$ cat src/rtl/edr_mapper_map.vh
// constants for the symbol mapper: modes, field codes, phase codes, timing
// assumes one symbol per clock enable strobe from the packet logic
`ifndef EDR_MAPPER_MAP_VH
`define EDR_MAPPER_MAP_VH
// ****************************************************************
// rates and timing
// ****************************************************************
`define SYM_RATE_KHZ      1000
`define SLOT_RATE_HZ      1600
`define CLK_RATE_KHZ      100000
// clock cycles per symbol at the common symbol rate
`define SYM_CYCLES        (`CLK_RATE_KHZ / `SYM_RATE_KHZ)
// symbols per slot (625 us)
`define SLOT_SYMS         ((`SYM_RATE_KHZ * 1000) / `SLOT_RATE_HZ)
// ****************************************************************
// payload modes
// ****************************************************************
`define MODE_BASIC        2'h0
`define MODE_DQPSK        2'h1
`define MODE_8DPSK        2'h2
// ****************************************************************
// packet field codes
// ****************************************************************
`define FLD_ACCESS        3'h0
`define FLD_HEADER        3'h1
`define FLD_GUARD         3'h2
`define FLD_SYNC          3'h3
`define FLD_PAYLOAD       3'h4
`define FLD_TRAILER       3'h5
// ****************************************************************
// phase in eighths of a turn
// ****************************************************************
`define PH_RESET          3'h0
`define PH_P45            3'h1
`define PH_P90            3'h2
`define PH_P135           3'h3
`define PH_180            3'h4
`define PH_M135           3'h5
`define PH_M90            3'h6
`define PH_M45            3'h7
`define PH_ZERO           3'h0
// ****************************************************************
// gain control
// ****************************************************************
`define GAIN_RESET        3'h4
`define GAIN_MAX          3'h7
`define GAIN_MIN          3'h0
`endif

$ cat src/rtl/edr_differential_phase_mapper.v
// symbol mapper for basic and enhanced rate packets, tx and rx paths
// assumes packet logic presents one symbol per sym_valid_i strobe
// How it works
// [RULE_01] same slot and symbol rate every mode
// [RULE_02] basic rate sends one bit, frequency keying
// [RULE_03] only enhanced payload uses two or three bits; code also phase-keys the sync and trailer fields in enhanced modes
// [RULE_04] two-bit mode: pair picks differential phase change
// [RULE_05] two-bit changes only odd eighths, never half
// [RULE_06] 00 +45, 01 +135, 11 -135, 10 -45
// [RULE_07] two-bit phase alternates between two planes
// [RULE_08] three-bit mode reaches any of eight phases
// [RULE_09] three-bit gray code to phase change table
// [RULE_10] receiver decodes from consecutive phase difference
// [RULE_11] gain set from strength sampled once per slot
// [RULE_12] field order fixed; phase keying after guard
// [RULE_13] accumulator in eighths, modulo turn, packet reset
module edr_differential_phase_mapper #(
  parameter GAIN_HI = 8'hC0, // strength above which gain steps down
  parameter GAIN_LO = 8'h40  // strength below which gain steps up
) (
  input  wire       clk_sys_i,
  input  wire       reset_n_i,
  input  wire       tx_start_i,
  input  wire [1:0] tx_mode_i,
  input  wire       tx_sym_valid_i,
  input  wire [2:0] tx_bits_i,
  output wire       tx_sym_ready_o,
  output reg        tx_fsk_o,
  output reg        tx_fsk_bit_o,
  output reg        tx_psk_o,
  output reg  [2:0] tx_phase_o,
  output reg  [2:0] tx_field_o,
  input  wire       tx_field_next_i,
  input  wire       rx_start_i,
  input  wire [1:0] rx_mode_i,
  input  wire       rx_sym_valid_i,
  input  wire [2:0] rx_phase_i,
  output wire       rx_bits_valid_o,
  output wire [2:0] rx_bits_o,
  input  wire [7:0] rssi_i,
  output reg  [2:0] lna_gain_o,
  output reg        sym_strobe_o
);
`include "edr_mapper_map.vh"
  // ****************************************************************
  // state encodings, one hot
  // ****************************************************************
  localparam S_ACCESS  = 6'h01;
  localparam S_HEADER  = 6'h02;
  localparam S_GUARD   = 6'h04;
  localparam S_SYNC    = 6'h08;
  localparam S_PAYLOAD = 6'h10;
  localparam S_TRAILER = 6'h20;

  reg  [5:0] state;       // current packet field
  reg  [5:0] next_state;  // field after advance
  reg  [2:0] acc_phase;   // accumulated tx phase, eighths
  reg  [2:0] next_phase;  // accumulated phase plus change
  reg  [2:0] change;      // mapped phase change
  reg  [1:0] mode;        // mode latched at packet start
  reg  [6:0] sym_cnt;     // clock count within a symbol period
  reg  [9:0] slot_cnt;    // symbols within a slot
  reg        slot_tick;   // one cycle per slot

  // ****************************************************************
  // mapping functions
  // ****************************************************************
  // bit pair to odd eighth change
  function [2:0] map_dqpsk;
    input [1:0] b;
    begin
      case (b)
        2'h0:    map_dqpsk = `PH_P45;  // [RULE_06]
        2'h1:    map_dqpsk = `PH_P135; // [RULE_06]
        2'h3:    map_dqpsk = `PH_M135; // [RULE_06]
        default: map_dqpsk = `PH_M45;  // [RULE_06]
      endcase
    end
  endfunction

  // gray triple to change
  function [2:0] map_8dpsk;
    input [2:0] b;
    begin
      case (b)
        3'h0:    map_8dpsk = `PH_ZERO; // [RULE_09]
        3'h1:    map_8dpsk = `PH_P45;
        3'h3:    map_8dpsk = `PH_P90;
        3'h2:    map_8dpsk = `PH_P135;
        3'h6:    map_8dpsk = `PH_180;
        3'h7:    map_8dpsk = `PH_M135;
        3'h5:    map_8dpsk = `PH_M90;
        default: map_8dpsk = `PH_M45;  // [RULE_09]
      endcase
    end
  endfunction

  // symbols accepted whenever a symbol period elapsed [RULE_01]
  assign tx_sym_ready_o = sym_strobe_o;

  // ****************************************************************
  // symbol timing, common to all modes
  // ****************************************************************
  // one strobe per symbol, one slot tick per slot [RULE_01]
  always @(posedge clk_sys_i or negedge reset_n_i) begin
    if (!reset_n_i) begin
      sym_cnt      <= 7'h00;
      slot_cnt     <= 10'h000;
      sym_strobe_o <= 1'b0;
      slot_tick    <= 1'b0;
    end else begin
      sym_strobe_o <= (sym_cnt == (`SYM_CYCLES - 2));
      slot_tick    <= 1'b0;
      if (sym_cnt == (`SYM_CYCLES - 1)) begin
        sym_cnt <= 7'h00;
        if (slot_cnt == (`SLOT_SYMS - 1)) begin
          slot_cnt  <= 10'h000;
          slot_tick <= 1'b1; // [RULE_01]
        end else begin
          slot_cnt <= slot_cnt + 10'h001;
        end
      end else begin
        sym_cnt <= sym_cnt + 7'h01;
      end
    end
  end

  // ****************************************************************
  // field sequencing
  // ****************************************************************
  // fields advance in fixed order; basic skips guard and sync [RULE_12]
  always @* begin
    next_state = state;
    case (state)
      S_ACCESS:  next_state = S_HEADER;
      S_HEADER:  next_state = (mode == `MODE_BASIC) ? S_PAYLOAD : S_GUARD; // [RULE_12]
      S_GUARD:   next_state = S_SYNC;
      S_SYNC:    next_state = S_PAYLOAD;
      S_PAYLOAD: next_state = (mode == `MODE_BASIC) ? S_PAYLOAD : S_TRAILER;
      S_TRAILER: next_state = S_TRAILER;
      default:   next_state = S_ACCESS;
    endcase
  end

  // change chosen from payload mode
  always @* begin
    change = `PH_ZERO;
    case (mode)
      `MODE_DQPSK: change = map_dqpsk(tx_bits_i[1:0]); // [RULE_04] [RULE_05]
      `MODE_8DPSK: change = map_8dpsk(tx_bits_i);      // [RULE_08]
      default:     change = `PH_ZERO;
    endcase
    next_phase = acc_phase + change; // modulo a turn by width [RULE_13]
  end

  // ****************************************************************
  // transmit mapping
  // ****************************************************************
  // fsk for all but enhanced guard to trailer; phase accumulates
  always @(posedge clk_sys_i or negedge reset_n_i) begin
    if (!reset_n_i) begin
      state        <= S_ACCESS;
      mode         <= `MODE_BASIC;
      acc_phase    <= `PH_RESET;
      tx_fsk_o     <= 1'b0;
      tx_fsk_bit_o <= 1'b0;
      tx_psk_o     <= 1'b0;
      tx_phase_o   <= `PH_RESET;
      tx_field_o   <= `FLD_ACCESS;
    end else begin
      tx_fsk_o <= 1'b0;
      tx_psk_o <= 1'b0;
      if (tx_start_i) begin
        // new packet, phase back to zero [RULE_13]
        state      <= S_ACCESS;
        mode       <= tx_mode_i;
        acc_phase  <= `PH_RESET;
        tx_phase_o <= `PH_RESET;
        tx_field_o <= `FLD_ACCESS;
      end else begin
        if (tx_field_next_i) begin
          state <= next_state; // [RULE_12]
          case (next_state)
            S_HEADER:  tx_field_o <= `FLD_HEADER;
            S_GUARD:   tx_field_o <= `FLD_GUARD;
            S_SYNC:    tx_field_o <= `FLD_SYNC;
            S_PAYLOAD: tx_field_o <= `FLD_PAYLOAD;
            S_TRAILER: tx_field_o <= `FLD_TRAILER;
            default:   tx_field_o <= `FLD_ACCESS;
          endcase
        end
        if (tx_sym_valid_i && sym_strobe_o) begin
          case (state)
            S_ACCESS, S_HEADER: begin
              // one bit per symbol, frequency keying [RULE_02] [RULE_03]
              tx_fsk_o     <= 1'b1;
              tx_fsk_bit_o <= tx_bits_i[0];
            end
            S_GUARD: begin
              // guard carries no symbols; keying switch follows [RULE_12]
              tx_fsk_o <= 1'b0;
            end
            S_SYNC, S_PAYLOAD, S_TRAILER: begin
              if (mode == `MODE_BASIC) begin
                tx_fsk_o     <= 1'b1; // [RULE_02]
                tx_fsk_bit_o <= tx_bits_i[0];
              end else begin
                // in two-bit mode plane alternates since each change is odd [RULE_07]
                tx_psk_o   <= 1'b1; // [RULE_03]
                acc_phase  <= next_phase; // [RULE_13]
                tx_phase_o <= next_phase;
              end
            end
            default: tx_fsk_o <= 1'b0;
          endcase
        end
      end
    end
  end

  // ****************************************************************
  // receive gain control
  // ****************************************************************
  // one strength sample per slot steps the gain [RULE_11]
  always @(posedge clk_sys_i or negedge reset_n_i) begin
    if (!reset_n_i) begin
      lna_gain_o <= `GAIN_RESET;
    end else if (slot_tick) begin
      if (rssi_i > GAIN_HI && lna_gain_o != `GAIN_MIN) begin
        lna_gain_o <= lna_gain_o - 3'h1; // [RULE_11]
      end else if (rssi_i < GAIN_LO && lna_gain_o != `GAIN_MAX) begin
        lna_gain_o <= lna_gain_o + 3'h1; // [RULE_11]
      end
    end
  end

  // ****************************************************************
  // receive decode
  // ****************************************************************
  // differential decoder on received phases
  phase_diff_decoder u_dec (
    .clk_sys_i    (clk_sys_i),
    .reset_n_i    (reset_n_i),
    .sym_valid_i  (rx_sym_valid_i),
    .start_i      (rx_start_i),
    .mode_i       (rx_mode_i),
    .phase_i      (rx_phase_i),
    .bits_valid_o (rx_bits_valid_o),
    .bits_o       (rx_bits_o)
  );
endmodule

$ cat src/rtl/phase_diff_decoder.v
// receive side: recovers bits from phase difference of consecutive symbols
// assumes a quantised phase in eighths of a turn, one per symbol strobe
module phase_diff_decoder (
  input  wire       clk_sys_i,
  input  wire       reset_n_i,
  input  wire       sym_valid_i,
  input  wire       start_i,
  input  wire [1:0] mode_i,
  input  wire [2:0] phase_i,
  output reg        bits_valid_o,
  output reg  [2:0] bits_o
);
`include "edr_mapper_map.vh"
  reg  [2:0] last_phase;   // previous symbol phase
  reg        ref_wait;     // next symbol only sets the phase reference
  wire [2:0] diff;         // phase change, modulo a turn

  assign diff = phase_i - last_phase;

  // ****************************************************************
  // inverse mapping functions
  // ****************************************************************
  // two-bit change to bit pair
  function [1:0] dqpsk_bits;
    input [2:0] d;
    begin
      case (d)
        `PH_P45:  dqpsk_bits = 2'h0;
        `PH_P135: dqpsk_bits = 2'h1;
        `PH_M135: dqpsk_bits = 2'h3;
        `PH_M45:  dqpsk_bits = 2'h2;
        default:  dqpsk_bits = 2'h0; // illegal change, decoded as pair 00
      endcase
    end
  endfunction

  // three-bit change to gray triple
  function [2:0] dpsk8_bits;
    input [2:0] d;
    begin
      case (d)
        `PH_ZERO: dpsk8_bits = 3'h0;
        `PH_P45:  dpsk8_bits = 3'h1;
        `PH_P90:  dpsk8_bits = 3'h3;
        `PH_P135: dpsk8_bits = 3'h2;
        `PH_180:  dpsk8_bits = 3'h6;
        `PH_M135: dpsk8_bits = 3'h7;
        `PH_M90:  dpsk8_bits = 3'h5;
        default:  dpsk8_bits = 3'h4;
      endcase
    end
  endfunction

  // differential decode, no absolute carrier phase needed [RULE_10]
  always @(posedge clk_sys_i or negedge reset_n_i) begin
    if (!reset_n_i) begin
      last_phase   <= `PH_RESET;
      ref_wait     <= 1'b1;
      bits_valid_o <= 1'b0;
      bits_o       <= 3'h0;
    end else begin
      // first symbol of a packet has no predecessor, so it yields no bits
      bits_valid_o <= sym_valid_i & ~start_i & ~ref_wait;
      if (sym_valid_i) begin
        ref_wait <= 1'b0; // reference taken
      end else if (start_i) begin
        ref_wait <= 1'b1; // new packet, wait for reference
      end
      if (sym_valid_i) begin
        last_phase <= phase_i;
        case (mode_i)
          `MODE_DQPSK: bits_o <= {1'b0, dqpsk_bits(diff)}; // [RULE_10]
          `MODE_8DPSK: bits_o <= dpsk8_bits(diff);         // [RULE_10]
          default:     bits_o <= 3'h0;
        endcase
      end
    end
  end
endmodule

$ cat config.mk
export PLATFORM = sky130hd
export DESIGN_NAME = edr_differential_phase_mapper
export DESIGN_NICKNAME = d
export VERILOG_FILES = /design/src/rtl/edr_differential_phase_mapper.v /design/src/rtl/phase_diff_decoder.v
export VERILOG_INCLUDE_DIRS = /design/src /design/src/rtl
export SDC_FILE = /design/constraint.sdc
export NUM_CORES = 1
export LEC_CHECK = 0
export ABC_AREA = 1
export BUFFER_PORTS_ARGS = -buffer_cell sky130_fd_sc_hd__buf_2
export CAP_MARGIN = 20
export CORE_ASPECT_RATIO = 1.25
export CORE_UTILIZATION = 50
export DETAILED_ROUTE_END_ITERATION = 10
export GPL_ROUTABILITY_DRIVEN = 0
export PLACE_DENSITY = 0.74
export SYNTH_ARGS = -nofsm -noshare
export SYNTH_HDL_FRONTEND = slang
export SYNTH_SLANG_ARGS = --single-unit
$ cat constraint.sdc
create_clock -name clk_sys_i -period 2 [get_ports clk_sys_i]
set_input_delay 0.4 -clock clk_sys_i [delete_from_list [all_inputs] [get_ports clk_sys_i]]
set_output_delay 0.4 -clock clk_sys_i [all_outputs]
set_load 0.005 [all_outputs]
==> flow_summary.toml <==
[layout]
antenna_cells = 0
design_area_um2 = 3320
nNetsFinal = 452
drive_above_1_share = 0.224
fin_cells = 470
synthToLayoutAreaGrowth_pct = 17.9

[routing]
drt-wirelength-per-cell_um = 11.4
drtPass1Iterations = 4
vias = 2434
drt-initial-drc-count = 140
wirelength_um = 5350
viasPerCell = 5.18
route.detailed.drc = 0
ant_nets = 0

[die]
die_height_um = 85.9
coreArea_um2 = 5440
fp-row-count = 30
dieArea_um2 = 5940
start_util = 0.517
io_pins = 43
dieWidth_um = 69.1

[critical_path]
cp_top_family = "adder cells"
critPathMaxFanout = 3
path_buf_inv = 3
path_class = "register to register"
arrival_ns = 2.10
cp_cell_sequence = "inv_2 > ha_4 > inv_2 > nor2_2 > ha_2 > inv_2 > fa_2 > xor2_2 > nand3_1 > nand2_1 > nand2_1 > nand2_1"
critPathSlowestCell = "dfrtp_1"
cp_slowest_stage_delay_ns = 0.40
critPathLaunchType = "register"
endpoint_kind = "register"
cp.required_ns = 2.19

[sta]
setup_tns_ns = 0
min_period_ns = 1.91
drv_slew = 0
setup_viol = 0
hold_viol = 0
maxSlewHeadroom = 0.618
fmax_mhz = 524
rsz0062_at_grt = "true"
fin_worst_skew_ns = 0.00216
worst_pin_slew_ns = 0.572
fin_crit_sh = 0.954
fin_ws_ns = 0.0920

[grt]
antenna_found_initial = 0
grt_pass1_vias = 2349
grt_remaining_overflow = 0
track_usage = 0.196
grt_max_degree = 48
grt_pass1_wl_um = 9580

[logic_synthesis]
ys.flop_type = "dfrtp_1"
synth_area_leaders = "dfrtp_1 (39%), nand2_1 (9.3%), ha_1 (8.4%)"
avgSynthCellArea_um2 = 8.02
synth_warnings = 0
synthCells = 351
synth_most_common_cell = "nand2_1"
synth_common_cells = "nand2_1 (70), inv_1 (48), dfrtp_1 (44)"
synth_fp_nets = 398
syn_area_um2 = 2820
synth_top_area_frac = 0.391
synth_edf_count = 0
synth-seq-area-share = 0.419
ys_ff_latch = 47
synthDistinctLibCells = 36
synth_top_area_cell = "dfrtp_1"
async_reset_ff_frac = 1.00

[run_status]
status = "complete, no violations"

[place]
place_ws_ns = -0.252
dpl.cell_count = 461
place_area_um2 = 3140
numPortBuffers = 42
dp_hpwl_um = 3990

[power_and_ir_drop]
combPwrFrac = 0.168
sw_frac_of_total = 0.262
seqPwrFrac = 0.484
power.leakage_uw = 0.00174
clockPowerShare = 0.348
power.internal_uw = 1540
ir_drop_mv = 0.548
power_uw = 2080
powerDensity_nw_per_um2 = 628
switching_power_uw = 546

[clocking]
cts_buffer_depth = 2
cts_tree = "yes"
postCtsHoldBufs = 0
cts_buffers = 5
cts_sinks = 47
clk_pin_slew_ns = 0.08
h-tree-depth = 2
root_buffer = "clkbuf_8"
clkLatencyLatePin_ns = 0.30

[min_path]
hold_path_class = "input port to async pin"

[job]
cap_violations = 0
power groups by stage:
stage / combinational [µW] / sequential, µW / clock, µW
after floorplan: 205 / 1030 / 0
after global placement: 327 / 1030 / 0
after detailed placement: 331 / 1030 / 0
after CTS: 332 / 1010 / 744
after global routing: 403 / 1010 / 781
final: 349 / 1010 / 725
cells by family (layout without fill, tap and decap cells):
group	after synthesis	in the layout	share of synthesized area
simple gates	172	172	0.283
buf+inv	58	113	0.0804
flops	47	47	0.419
compound gates	44	44	0.0871
fa+ha+maj	22	22	0.106
xor+xnor	8	8	0.0249
worst register-to-register path, delay by kind of cell (launching register included):
family / cells / cell delay [ns]
flip-flops: 1 / 0.40
buffers and inverters: 3 / 0.15
adder cells (fa/ha/maj): 3 / 0.78
AND/OR/NAND/NOR: 5 / 0.31
XOR/XNOR: 1 / 0.15
sequential cells by signal, summed over array words and instances, names as in the netlist:
register and cells:
sym_cnt 7, acc_phase 3, u_dec.ref_wait 1, state 6, tx_fsk_o 1, u_dec.bits_o 3, tx_psk_o 1, lna_gain_o 3
tx_fsk_bit_o 1, u_dec.bits_valid_o 1, mode 2, slot_tick 1, u_dec.last_phase 3, slot_cnt 10, sym_strobe_o 1, tx_field_o 3
cell type report:
class / instances / area, µm²
Multi-Input combinational cell: 246 / 1460
Timing Repair Buffer: 50 / 273
Inverter: 55 / 206
Clock inverter: 2 / 35.0
Sequential cell: 47 / 1180
Tap cell: 64 / 80.1
Clock buffer: 6 / 82.6
Fill cell: 448 / 2120
cells in the final DEF, fill, tap and decap left out, drive strengths merged:
cell / Yosys / routed
nand2: 72 / 72
inv: 55 / 55
buf: 3 / 50
dfrtp: 44 / 44
nor2: 43 / 43
nand3: 32 / 32
o21ai: 23 / 23
ha: 19 / 19
nand4: 10 / 10
nor3: 10 / 10
a21oi: 8 / 8
xor2: 8 / 8
o22ai: 6 / 6
clkbuf: 0 / 6
dfstp: 3 / 3
fa: 3 / 3
a22o: 1 / 1
and3: 1 / 1
nor3b: 1 / 1
a31oi: 1 / 1
nor4: 1 / 1
o21bai: 1 / 1
or2: 1 / 1
a21o: 1 / 1
o21a: 1 / 1
a21boi: 1 / 1
a22oi: 1 / 1
nand3b: 1 / 1
clkinv: 0 / 1
bufinv: 0 / 1
final timing paths:
kind | start | endpoint | slack (ns) | cells past startpoint
min reg2reg | tx_field_o[1]$_DFFE_PN0P_ | tx_field_o[1]$_DFFE_PN0P_ | 0.48 | 1
max | mode[1]$_DFFE_PN0P_ | acc_phase[2]$_DFFE_PN0P_ | 0.09 | 12
max reg2reg | mode[1]$_DFFE_PN0P_ | acc_phase[2]$_DFFE_PN0P_ | 0.09 | 12
max in group asynchronous | reset_n_i | lna_gain_o[2]$_DFFE_PN1P_ | 1.44 | 2
min | reset_n_i | u_dec.last_phase[2]$_DFFE_PN0P_ | 0.17 | 2
min in group clk_sys_i | rx_start_i | u_dec.bits_valid_o$_DFF_PN0_ | 0.27 | 2
through the flow:
| stage | hold slack [ns] | utilization |
|---|---|---|
| after floorplan | 0.104 | - |
| after global placement | 0.459 | 0.577 |
| after detailed placement | 0.461 | 0.577 |
| after CTS | 0.205 | 0.599 |
| after global routing | 0.256 | 0.610 |
| final | 0.168 | 0.610 |
timing repair:
action,4_1_cts,5_1_grt
gates resized for setup,0,15
hold endpoints to repair,0,0
setup endpoints to repair,0,2
setup buffers,0,1
metal layers:
layer,routed length [µm],track usage,share of wire,vias up
met5,0,0,0,-
met3,179,0.0329,0.033,11
met4,127,0.0816,0.024,0
met1,2340,0.227,0.44,1125
met2,2700,0.357,0.51,58
li1,-,-,-,1240
Power figures use the tool's default switching activity.
